### config.mk
export PLATFORM = sky130hd
export DESIGN_NAME = dcc_decoder
export DESIGN_NICKNAME = d
export VERILOG_FILES = /design/src/common/dcc_pkg.sv /design/src/verilog/dcc_decoder.sv
export SDC_FILE = /design/constraint.sdc
export NUM_CORES = 1
export LEC_CHECK = 0
export ABC_CLOCK_PERIOD_IN_PS = 9730
export BUFFER_PORTS_ARGS = -buffer_cell sky130_fd_sc_hd__buf_2
export CAP_MARGIN = 20
export CORE_MARGIN = 2
export CORE_UTILIZATION = 59
export DETAILED_ROUTE_END_ITERATION = 7
export PLACE_DENSITY = 0.87
export SKIP_LAST_GASP = 1
export SYNTH_ARGS = -nofsm -noshare
export SYNTH_HDL_FRONTEND = slang
export SYNTH_SLANG_ARGS = --single-unit
### constraint.sdc
create_clock -name CLK_I -period 9.73 [get_ports CLK_I]
set_input_delay 0 -clock CLK_I [delete_from_list [all_inputs] [get_ports CLK_I]]
set_output_delay 0 -clock CLK_I [all_outputs]
set_load 0.05 [all_outputs]
### src/common/dcc_pkg.sv
// Constants and types of the disk command decoder.
// Assumes a single controller clock; imported by the decoder, the monitor, the engine model and the bench.
package dcc_pkg;

  // ---------------------------------------------------------------
  // Command encoding
  // ---------------------------------------------------------------
  localparam logic [2:0] CLASS_DISK = 3'h0;
  localparam logic [2:0] CLASS_DIAG = 3'h7;
  localparam logic [4:0] OPC_CHECK_TRACK = 5'h05;
  localparam logic [4:0] OPC_FORMAT_TRACK = 5'h06;
  localparam logic [4:0] OPC_FORMAT_BAD = 5'h07;
  localparam logic [4:0] OPC_READ = 5'h08;
  localparam logic [4:0] OPC_WRITE = 5'h0A;
  localparam logic [4:0] OPC_SEEK = 5'h0B;
  localparam logic [4:0] OPC_DRIVE_SETUP = 5'h0C;
  localparam logic [4:0] OPC_BURST_QUERY = 5'h0D;
  localparam logic [4:0] OPC_RAM_TEST = 5'h00;
  localparam logic [4:0] OPC_DRIVE_TEST = 5'h03;
  localparam logic [4:0] OPC_SELF_TEST = 5'h04;
  localparam logic [4:0] OPC_READ_LONG = 5'h05;
  localparam logic [4:0] OPC_WRITE_LONG = 5'h06;

  localparam int CMD_BYTES = 6;
  localparam int PARAM_BYTES = 8;
  localparam logic [7:0] FORMAT_FILL = 8'h6C;

  // ---------------------------------------------------------------
  // Defaults after reset and result codes
  // ---------------------------------------------------------------
  localparam logic [15:0] DEF_MAX_CYL = 16'd153;
  localparam logic [3:0] DEF_MAX_HEAD = 4'd4;
  localparam logic [15:0] DEF_RWC_CYL = 16'd128;
  localparam logic [15:0] DEF_PCOMP_CYL = 16'd64;
  localparam logic [3:0] DEF_MAX_BURST = 4'd11;

  localparam logic [7:0] ERR_NONE = 8'h00;
  localparam logic [7:0] ERR_DATA_UNCORR = 8'h11;
  localparam logic [7:0] ERR_DATA_CORR = 8'h18;
  localparam logic [7:0] ERR_INVALID_CMD = 8'h20;

  typedef enum logic [3:0] {
    OP_NONE = 4'h0, OP_CHECK_TRACK = 4'h1, OP_FORMAT_TRACK = 4'h2, OP_FORMAT_BAD = 4'h3,
    OP_READ = 4'h4, OP_WRITE = 4'h5, OP_SEEK = 4'h6, OP_RAM_TEST = 4'h7,
    OP_DRIVE_TEST = 4'h8, OP_SELF_TEST = 4'h9, OP_READ_LONG = 4'hA, OP_WRITE_LONG = 4'hB
  } dcc_op_t;

  typedef enum logic [1:0] {
    ST_CMD = 2'b00, ST_PARAM = 2'b01, ST_EXEC = 2'b11, ST_REPLY = 2'b10
  } dcc_state_t;

endpackage : dcc_pkg

### src/verilog/dcc_decoder.sv
// Command descriptor block decoder and sequencer of a fixed-disk controller.
// Assumes a byte-wide host stream and a drive engine that runs each operation
// it is handed and answers with a done pulse and a result code.
`timescale 1ns/1ps
`default_nettype none
module dcc_decoder #(
  parameter int ECC_BITS = 32
) (
  input wire logic CLK_I,
  input wire logic RST_I,
  input wire logic SECTOR_512_I,
  input wire logic HOST_VALID_I,
  input wire logic [7:0] HOST_DATA_I,
  output logic HOST_READY_O,
  output logic TX_VALID_O,
  output logic [7:0] TX_DATA_O,
  input wire logic TX_READY_I,
  output logic OP_START_O,
  output dcc_pkg::dcc_op_t OP_KIND_O,
  output logic OP_DRIVE_O,
  output logic [20:0] OP_ADDR_O,
  output logic [7:0] OP_COUNT_O,
  output logic [4:0] OP_INTERLEAVE_O,
  output logic OP_RETRY_DIS_O,
  output logic OP_DATA_RETRY_O,
  output logic [2:0] OP_STEP_O,
  output logic OP_SECTOR_512_O,
  output logic OP_READ_DATA_O,
  output logic OP_WRITE_DATA_O,
  output logic [7:0] OP_FILL_O,
  output logic OP_BAD_FLAG_O,
  output logic OP_HOST_ECC_O,
  output logic OP_DRIVE_ACCESS_O,
  input wire logic ENG_DONE_I,
  input wire logic [7:0] ENG_ERR_I,
  input wire logic ECC_EVT_I,
  input wire logic [ECC_BITS-1:0] ECC_MASK_I,
  output logic ECC_CORRECT_O,
  output logic DONE_O,
  output logic [7:0] ERR_CODE_O,
  output logic [15:0] MAX_CYL_O,
  output logic [3:0] MAX_HEAD_O,
  output logic [15:0] RWC_CYL_O,
  output logic [15:0] PCOMP_CYL_O,
  output logic [3:0] MAX_BURST_O
);
  import dcc_pkg::*;

  // The burst length is counted in eight bits, so a wider mask cannot be served
  if (ECC_BITS < 8 || ECC_BITS > 255) begin : g_ecc_bits_check
    $error("ECC_BITS must lie between 8 and 255");
  end

  // ---------------------------------------------------------------
  // State
  // ---------------------------------------------------------------
  typedef struct packed {
    dcc_state_t st;
    logic [3:0] cnt;
    logic [5:0][7:0] cdb;
    logic [15:0] max_cyl;
    logic [3:0] max_head;
    logic [15:0] rwc;
    logic [15:0] pcomp;
    logic [3:0] max_burst;
    logic [7:0] burst;
    logic [7:0] err;
    dcc_op_t op;
    logic start;
    logic done;
    logic ready;
    logic tx_valid;
    logic correct;
    logic sec512;
    logic rd_data;
    logic wr_data;
    logic bad_flag;
    logic host_ecc;
    logic no_corr;
    logic drv_access;
    logic [7:0] fill;
    logic [7:0] result;
  } dcc_regs_t;

  dcc_regs_t r_q, r_d;

  // ---------------------------------------------------------------
  // Burst length of an error mask
  // ---------------------------------------------------------------
  function automatic logic [7:0] burst_len(input logic [ECC_BITS-1:0] m);
    logic [7:0] lo;
    logic [7:0] hi;
    logic seen;
    lo = 8'h00;
    hi = 8'h00;
    seen = 1'b0;
    for (int i = 0; i < ECC_BITS; i++) begin
      if (m[i]) begin
        if (!seen) begin
          lo = 8'(i);
        end
        hi = 8'(i);
        seen = 1'b1;
      end
    end
    burst_len = seen ? 8'(hi - lo + 8'h01) : 8'h00;
  endfunction : burst_len

  // ---------------------------------------------------------------
  // Next state
  // ---------------------------------------------------------------
  logic [7:0] b0;
  logic [2:0] cls;
  logic [4:0] opc;
  logic [7:0] blen;
  dcc_op_t kind;
  logic invalid;

  always_comb begin
    r_d = r_q;
    r_d.start = 1'b0;
    r_d.done = 1'b0;
    r_d.correct = 1'b0;
    b0 = r_q.cdb[0];
    cls = b0[7:5];
    opc = b0[4:0];
    blen = burst_len(ECC_MASK_I);
    kind = OP_NONE;
    invalid = 1'b0;
    if (cls == CLASS_DISK) begin
      case (opc)
        OPC_CHECK_TRACK: kind = OP_CHECK_TRACK;
        OPC_FORMAT_TRACK: kind = OP_FORMAT_TRACK;
        OPC_FORMAT_BAD: kind = OP_FORMAT_BAD;
        OPC_READ: kind = OP_READ;
        OPC_WRITE: kind = OP_WRITE;
        OPC_SEEK: kind = OP_SEEK;
        OPC_DRIVE_SETUP, OPC_BURST_QUERY: kind = OP_NONE;
        default: invalid = 1'b1;
      endcase
    end else if (cls == CLASS_DIAG) begin
      case (opc)
        OPC_RAM_TEST: kind = OP_RAM_TEST;
        OPC_DRIVE_TEST: kind = OP_DRIVE_TEST;
        OPC_SELF_TEST: kind = OP_SELF_TEST;
        OPC_READ_LONG: kind = OP_READ_LONG;
        OPC_WRITE_LONG: kind = OP_WRITE_LONG;
        default: invalid = 1'b1;
      endcase
    end else begin
      invalid = 1'b1;
    end
    case (r_q.st)
      ST_CMD: begin
        if (HOST_VALID_I && r_q.ready) begin
          r_d.cdb[r_q.cnt[2:0]] = HOST_DATA_I;
          r_d.cnt = r_q.cnt + 4'h1;
          if (r_q.cnt == 4'(CMD_BYTES - 1)) begin
            r_d.cnt = 4'h0;
            r_d.st = ST_EXEC;
          end
        end
      end
      ST_EXEC: begin
        if (!r_q.start && r_q.op == OP_NONE && !r_q.done) begin
          // First cycle after the block arrived: decode it.
          r_d.err = ERR_NONE;
          r_d.sec512 = SECTOR_512_I;
          if (invalid) begin
            r_d.result = ERR_INVALID_CMD;
            r_d.done = 1'b1;
            r_d.st = ST_CMD;
          end else if (cls == CLASS_DISK && opc == OPC_DRIVE_SETUP) begin
            r_d.st = ST_PARAM;
          end else if (cls == CLASS_DISK && opc == OPC_BURST_QUERY) begin
            r_d.tx_valid = 1'b1;
            r_d.st = ST_REPLY;
          end else begin
            r_d.op = kind;
            r_d.start = 1'b1;
            r_d.rd_data = kind inside {OP_READ, OP_READ_LONG, OP_DRIVE_TEST};
            r_d.wr_data = kind inside {OP_FORMAT_TRACK, OP_WRITE, OP_WRITE_LONG};
            r_d.bad_flag = (kind == OP_FORMAT_BAD);
            r_d.fill = (kind == OP_FORMAT_TRACK) ? FORMAT_FILL : 8'h00;
            r_d.host_ecc = (kind == OP_WRITE_LONG);
            r_d.no_corr = (kind == OP_READ_LONG);
            r_d.drv_access = !(kind inside {OP_RAM_TEST, OP_SELF_TEST});
          end
        end else if (r_q.op != OP_NONE) begin
          if (ECC_EVT_I && r_q.rd_data && !r_q.no_corr) begin
            r_d.burst = blen;
            if (blen > {4'h0, r_q.max_burst}) begin
              r_d.err = ERR_DATA_UNCORR;
            end else if (blen != 8'h00) begin
              r_d.correct = 1'b1;
              if (r_q.err != ERR_DATA_UNCORR) begin
                r_d.err = ERR_DATA_CORR;
              end
            end
          end
          // The engine never answers in the start cycle, so no guard is needed here.
          if (ENG_DONE_I) begin
            // Drive faults outrank the data-field verdict.
            r_d.result = (ENG_ERR_I != ERR_NONE) ? ENG_ERR_I : r_q.err;
            r_d.done = 1'b1;
            r_d.op = OP_NONE;
            r_d.st = ST_CMD;
          end
        end
      end
      ST_PARAM: begin
        if (HOST_VALID_I && r_q.ready) begin
          case (r_q.cnt)
            4'h0: r_d.max_cyl[15:8] = HOST_DATA_I;
            4'h1: r_d.max_cyl[7:0] = HOST_DATA_I;
            4'h2: r_d.max_head = HOST_DATA_I[3:0];
            4'h3: r_d.rwc[15:8] = HOST_DATA_I;
            4'h4: r_d.rwc[7:0] = HOST_DATA_I;
            4'h5: r_d.pcomp[15:8] = HOST_DATA_I;
            4'h6: r_d.pcomp[7:0] = HOST_DATA_I;
            default: r_d.max_burst = HOST_DATA_I[3:0];
          endcase
          r_d.cnt = r_q.cnt + 4'h1;
          if (r_q.cnt == 4'(PARAM_BYTES - 1)) begin
            r_d.cnt = 4'h0;
            r_d.result = ERR_NONE;
            r_d.done = 1'b1;
            r_d.st = ST_CMD;
          end
        end
      end
      ST_REPLY: begin
        // Reply byte stands until the host takes it; no time limit is kept.
        if (TX_READY_I) begin
          r_d.tx_valid = 1'b0;
          r_d.result = ERR_NONE;
          r_d.done = 1'b1;
          r_d.st = ST_CMD;
        end
      end
      default: begin
        r_d.st = ST_CMD;
        r_d.cnt = 4'h0;
      end
    endcase
    // Ready is registered, so it follows the state one cycle ahead.
    r_d.ready = (r_d.st == ST_CMD || r_d.st == ST_PARAM) && !(r_q.ready && HOST_VALID_I &&
                ((r_q.st == ST_CMD && r_q.cnt == 4'(CMD_BYTES - 1)) ||
                 (r_q.st == ST_PARAM && r_q.cnt == 4'(PARAM_BYTES - 1))));
  end

  // ---------------------------------------------------------------
  // Registers
  // ---------------------------------------------------------------
  always_ff @(posedge CLK_I) begin
    if (RST_I) begin
      r_q <= '0;
      r_q.st <= ST_CMD;
      r_q.op <= OP_NONE;
      r_q.max_cyl <= DEF_MAX_CYL;
      r_q.max_head <= DEF_MAX_HEAD;
      r_q.rwc <= DEF_RWC_CYL;
      r_q.pcomp <= DEF_PCOMP_CYL;
      r_q.max_burst <= DEF_MAX_BURST;
    end else begin
      r_q <= r_d;
    end
  end

  // ---------------------------------------------------------------
  // Outputs
  // ---------------------------------------------------------------
  assign HOST_READY_O = r_q.ready;
  assign TX_VALID_O = r_q.tx_valid;
  assign TX_DATA_O = r_q.burst;
  assign OP_START_O = r_q.start;
  assign OP_KIND_O = r_q.op;
  assign OP_DRIVE_O = r_q.cdb[1][5];
  assign OP_ADDR_O = {r_q.cdb[1][4:0], r_q.cdb[2], r_q.cdb[3]};
  assign OP_COUNT_O = r_q.cdb[4];
  assign OP_INTERLEAVE_O = r_q.cdb[4][4:0];
  assign OP_RETRY_DIS_O = r_q.cdb[5][7];
  assign OP_DATA_RETRY_O = r_q.cdb[5][6];
  assign OP_STEP_O = r_q.cdb[5][2:0];
  assign OP_SECTOR_512_O = r_q.sec512;
  assign OP_READ_DATA_O = r_q.rd_data;
  assign OP_WRITE_DATA_O = r_q.wr_data;
  assign OP_FILL_O = r_q.fill;
  assign OP_BAD_FLAG_O = r_q.bad_flag;
  assign OP_HOST_ECC_O = r_q.host_ecc;
  assign OP_DRIVE_ACCESS_O = r_q.drv_access;
  assign ECC_CORRECT_O = r_q.correct;
  assign DONE_O = r_q.done;
  assign ERR_CODE_O = r_q.result;
  assign MAX_CYL_O = r_q.max_cyl;
  assign MAX_HEAD_O = r_q.max_head;
  assign RWC_CYL_O = r_q.rwc;
  assign PCOMP_CYL_O = r_q.pcomp;
  assign MAX_BURST_O = r_q.max_burst;

endmodule : dcc_decoder
`default_nettype wire

==> qor.csv <==
stage,metric,value,unit
power,power,1.416,mW
critical_path,path_max_fanout,6,
die,die-area,0.01457,mm²
die,start_util,60.43,%
synthesis,synth.top_cell.area_share,35.13,%
sta,fin_crit_sh,46.74,%
clock_tree,post_cts_resized,0,
drt,via_per_inst,5.807,
drt,wl,20610,µm
synthesis,synth_edf_count,0,
synthesis,synthAdderAreaFrac,3.769,%
sta,period_minus_slack,4.548,ns
critical_path,startpoint_type,input port,
synthesis,synthSimpleGateAreaFrac,22.55,%
flow_run,maxCapViolCount,0,
synthesis,synth_area_leaders,"dfxtp_1 (35%), buf_4 (11%), mux2i_1 (7.2%)",
synthesis,synth_area_per_cell,7.923,µm²
sta,worstMarginPinSlew,0.9893,ns
synthesis,ys.flop_type,dfxtp_1,
sta,holdWs,0.03479,ns
synthesis,synth_cell_types,65,
synthesis,seq_area_frac_synth,35.13,%
cells_and_area,fin_nets,1148,
synthesis,yosys_warnings,0,
critical_path,timing.setup.critical_path_class,input port to register,
synthesis,synth_area,0.008034,mm²
power,leakage,3.842,nW
synthesis,netlist_instances,1014,
critical_path,crit_arrival,4.82,ns
drt,drtAntennaViolNets,0,
sta,fmax,219.9,MHz
clock_tree,clkSinkCount,141,
global_routing,gr-usage-all-layers,27.86,%
die,core_area,0.01330,mm²
clock_tree,post-cts-setup-buffers,0,
placement,port_buffers,185,
critical_path,crit_slowest_cell,nor4_1,
worst_hold_path,min_path_type,input port to register,
die,rows,42,
synthesis,synth_top_family_by_area,simple AND/OR/NAND/NOR gates,
cells_and_area,utilization,67.22,%
drt,drc,0,
synthesis,synth-compound-area-share,14.94,%
clock_tree,clk_latency,0.42,ns
cells_and_area,drive_above_1_share,21.88,%
die,ioPinCount,190,
clock_tree,clock-root-buffer,clkbuf_16,
placement,gp_congestion,0.9172,
synthesis,yosys_register_bits,141,
critical_path,end_kind,register,
sta,finalSetupViolCount,0,
power,power.density,158.4,mW/mm²
global_routing,antenna_found_initial,0,
clock_tree,h-tree-depth,4,
critical_path,critPathRequiredTime,10.00,ns
critical_path,critical_path_buf_inv_count,2,
critical_path,cpPeakStageDelay,0.84,ns
cells_and_area,diodes,0,
critical_path,crit_family,compound AO/OA/AOI/OAI gates,
run_status,outcome,completed,
sta,fin_tns_setup,0,ns
global_routing,grt.overflow.total,0,
placement,place_hpwl,14000,µm
cells_and_area,fin_area,0.008937,mm²
drt,via_count,7311,
sta,rsz0062_at_grt,no,
global_routing,grt_max_degree,85,
drt,dr.pass1.iters,6,
clock_tree,clk_pin_slew,0.06,ns
sta,skew,0.005087,ns
clock_tree,cts_tree,yes,
synthesis,synth_xor_area_share,0.9812,%
drt,drt-wirelength-per-cell,16.37,µm
critical_path,path_cells,buf_2 -> nor4_1 -> a41oi_1 -> a311oi_1 -> o31ai_1 -> o21ai_0 -> a21oi_1 -> o2bb2ai_1 -> ha_1 -> ha_1 -> inv_1 -> fa_1 -> nor2_1 -> ha_1 -> o21a_1 -> o21a_1 -> o21ai_0 -> or3b_4 -> o21ai_2 -> a221oi_1,
critical_path,path_common_cell,ha_1,
placement,placed_area,0.008119,mm²
synthesis,yosysTopAreaCell,dfxtp_1,
clock_tree,cts_made_buffers,17,
clock_tree,cts.path.max_buffers,2,
drt,drtIter0Drc,565,
global_routing,grt_pass1_wl,32750,µm
die,dieWidth,120.7,µm
cells_and_area,syn_to_final_growth,11.24,%
sta,slew_viol_final,0,
die,die_h,120.7,µm
sta,hold_viol_final,0,
synthesis,synthArstFlopShare,0,%
power,peakVddDrop,0.1181,mV
global_routing,first_global_vias,6651,
synthesis,synthMuxAreaShare,7.226,%
sta,relSlewSlack,33.80,%
## synthesized netlist by cell type, types with 3 or more instances
master and n:
nand2b_1 7, nor4_1 13, nor3b_1 3, o31ai_1 6
nor3_2 3, nand3_1 60, o32ai_1 3, a211oi_1 5
ha_1 21, a21oi_1 85, inv_1 33, or4_1 6
or4_4 4, and2_1 5, nor3_1 22, mux2i_1 58
nand2_1 107, a311oi_1 4, xor2_1 7, or2_2 3
o2bb2ai_1 3, a22oi_1 4, a31oi_1 4, a32oi_1 3
nor2_1 111, buf_4 122, clkbuf_1 49, o211ai_1 5
dfxtp_1 141, nand4_1 7, o21a_1 4, nor2b_1 12
a21o_1 3, or3_1 5, and3_1 7, o21ai_0 41
## metrics by stage
stage	setup slack (ns)	std cells
CTS	5.262	1259
global route	4.773	1259
finish	5.182	1259
global placement	4.848	1209
floorplan	5.239	1017
detailed placement	4.832	1209
## worst reg2reg max path, delay by kind of cell, from the launching register on
family	cells	cell delay, ns
and+or+nand+nor	3	1.47
DFF	1	0.33
AOI/OAI and AO/OA	2	0.24
buffers and inverters	1	0.58
## layout make-up
type / count / area, µm²
sequential: 141 / 2823
fill: 1086 / 4358
tap: 176 / 220.2
clock buffer: 20 / 456.7
inverter: 33 / 123.9
timing repair buffer: 207 / 1139
multi-input combinational: 670 / 3994
clock inverter: 12 / 181.4
## final timing paths
check / from / end / slack, ns / cells after the start
setup / recovery: ECC_MASK_I[2] / r_q[36] / 5.18 / 20
hold / removal: HOST_DATA_I[0] / PCOMP_CYL_O[0] / 0.03 / 3
setup reg to reg: OP_KIND_O[0] / ERR_CODE_O[3] / 6.97 / 6
hold reg to reg: PCOMP_CYL_O[1] / PCOMP_CYL_O[1] / 0.45 / 2
## cells by family after synthesis
group                      after synthesis
xor gates and xnor gates                 9
AOI/OAI and AO/OA                      195
buffers and inverters                  206
DFF                                    141
adders and majority gates               23
and+or+nand+nor                        381
other                                    1
muxes                                   58
## what timing repair did
action,4_1_cts,5_1_grt
endpoints found under the setup margin,0,0
hold buffers,18,0
endpoints found under the hold margin,55,0
## power by group
part	leakage [nW]	internal, mW	switching (mW)	total (mW)
Sequential	1.14	0.581	0.00582	0.586
Combinational	2.39	0.0456	0.0823	0.128
Clock	0.311	0.445	0.257	0.702
Total	3.84	1.07	0.345	1.42
## layer usage
metal / part of all wire (%) / wire (µm) / track usage (%) / vias to the layer above
li1: - / - / - / 3506
met4: 2.9 / 588 / 10.25 / 0
met2: 48 / 9869 / 45.90 / 347
met3: 7.9 / 1618 / 6.651 / 63
met1: 41 / 8531 / 35.45 / 3395
met5: 0 / 0 / 0 / -
## cells in the final DEF (no fill, tap or decap), types with 5 or more instances in the layout
master	instances
o211ai_1	5
buf_4	5
nor2_1	111
dfxtp_1	141
nor3_1	21
mux2i_1	58
nand3_1	60
o31ai_1	6
nand4_1	7
ha_1	21
xor2_1	7
nand2b_1	7
clkbuf_16	17
or4_1	6
a21oi_1	85
nor4_1	13
dlygate4sd3_1	18
inv_1	33
nor2b_1	12
buf_2	184
a211oi_1	5
or3_1	5
and2_1	5
nand2_1	107
and3_1	7
o21ai_0	41
No activity file was read; power rests on OpenSTA's default activity.
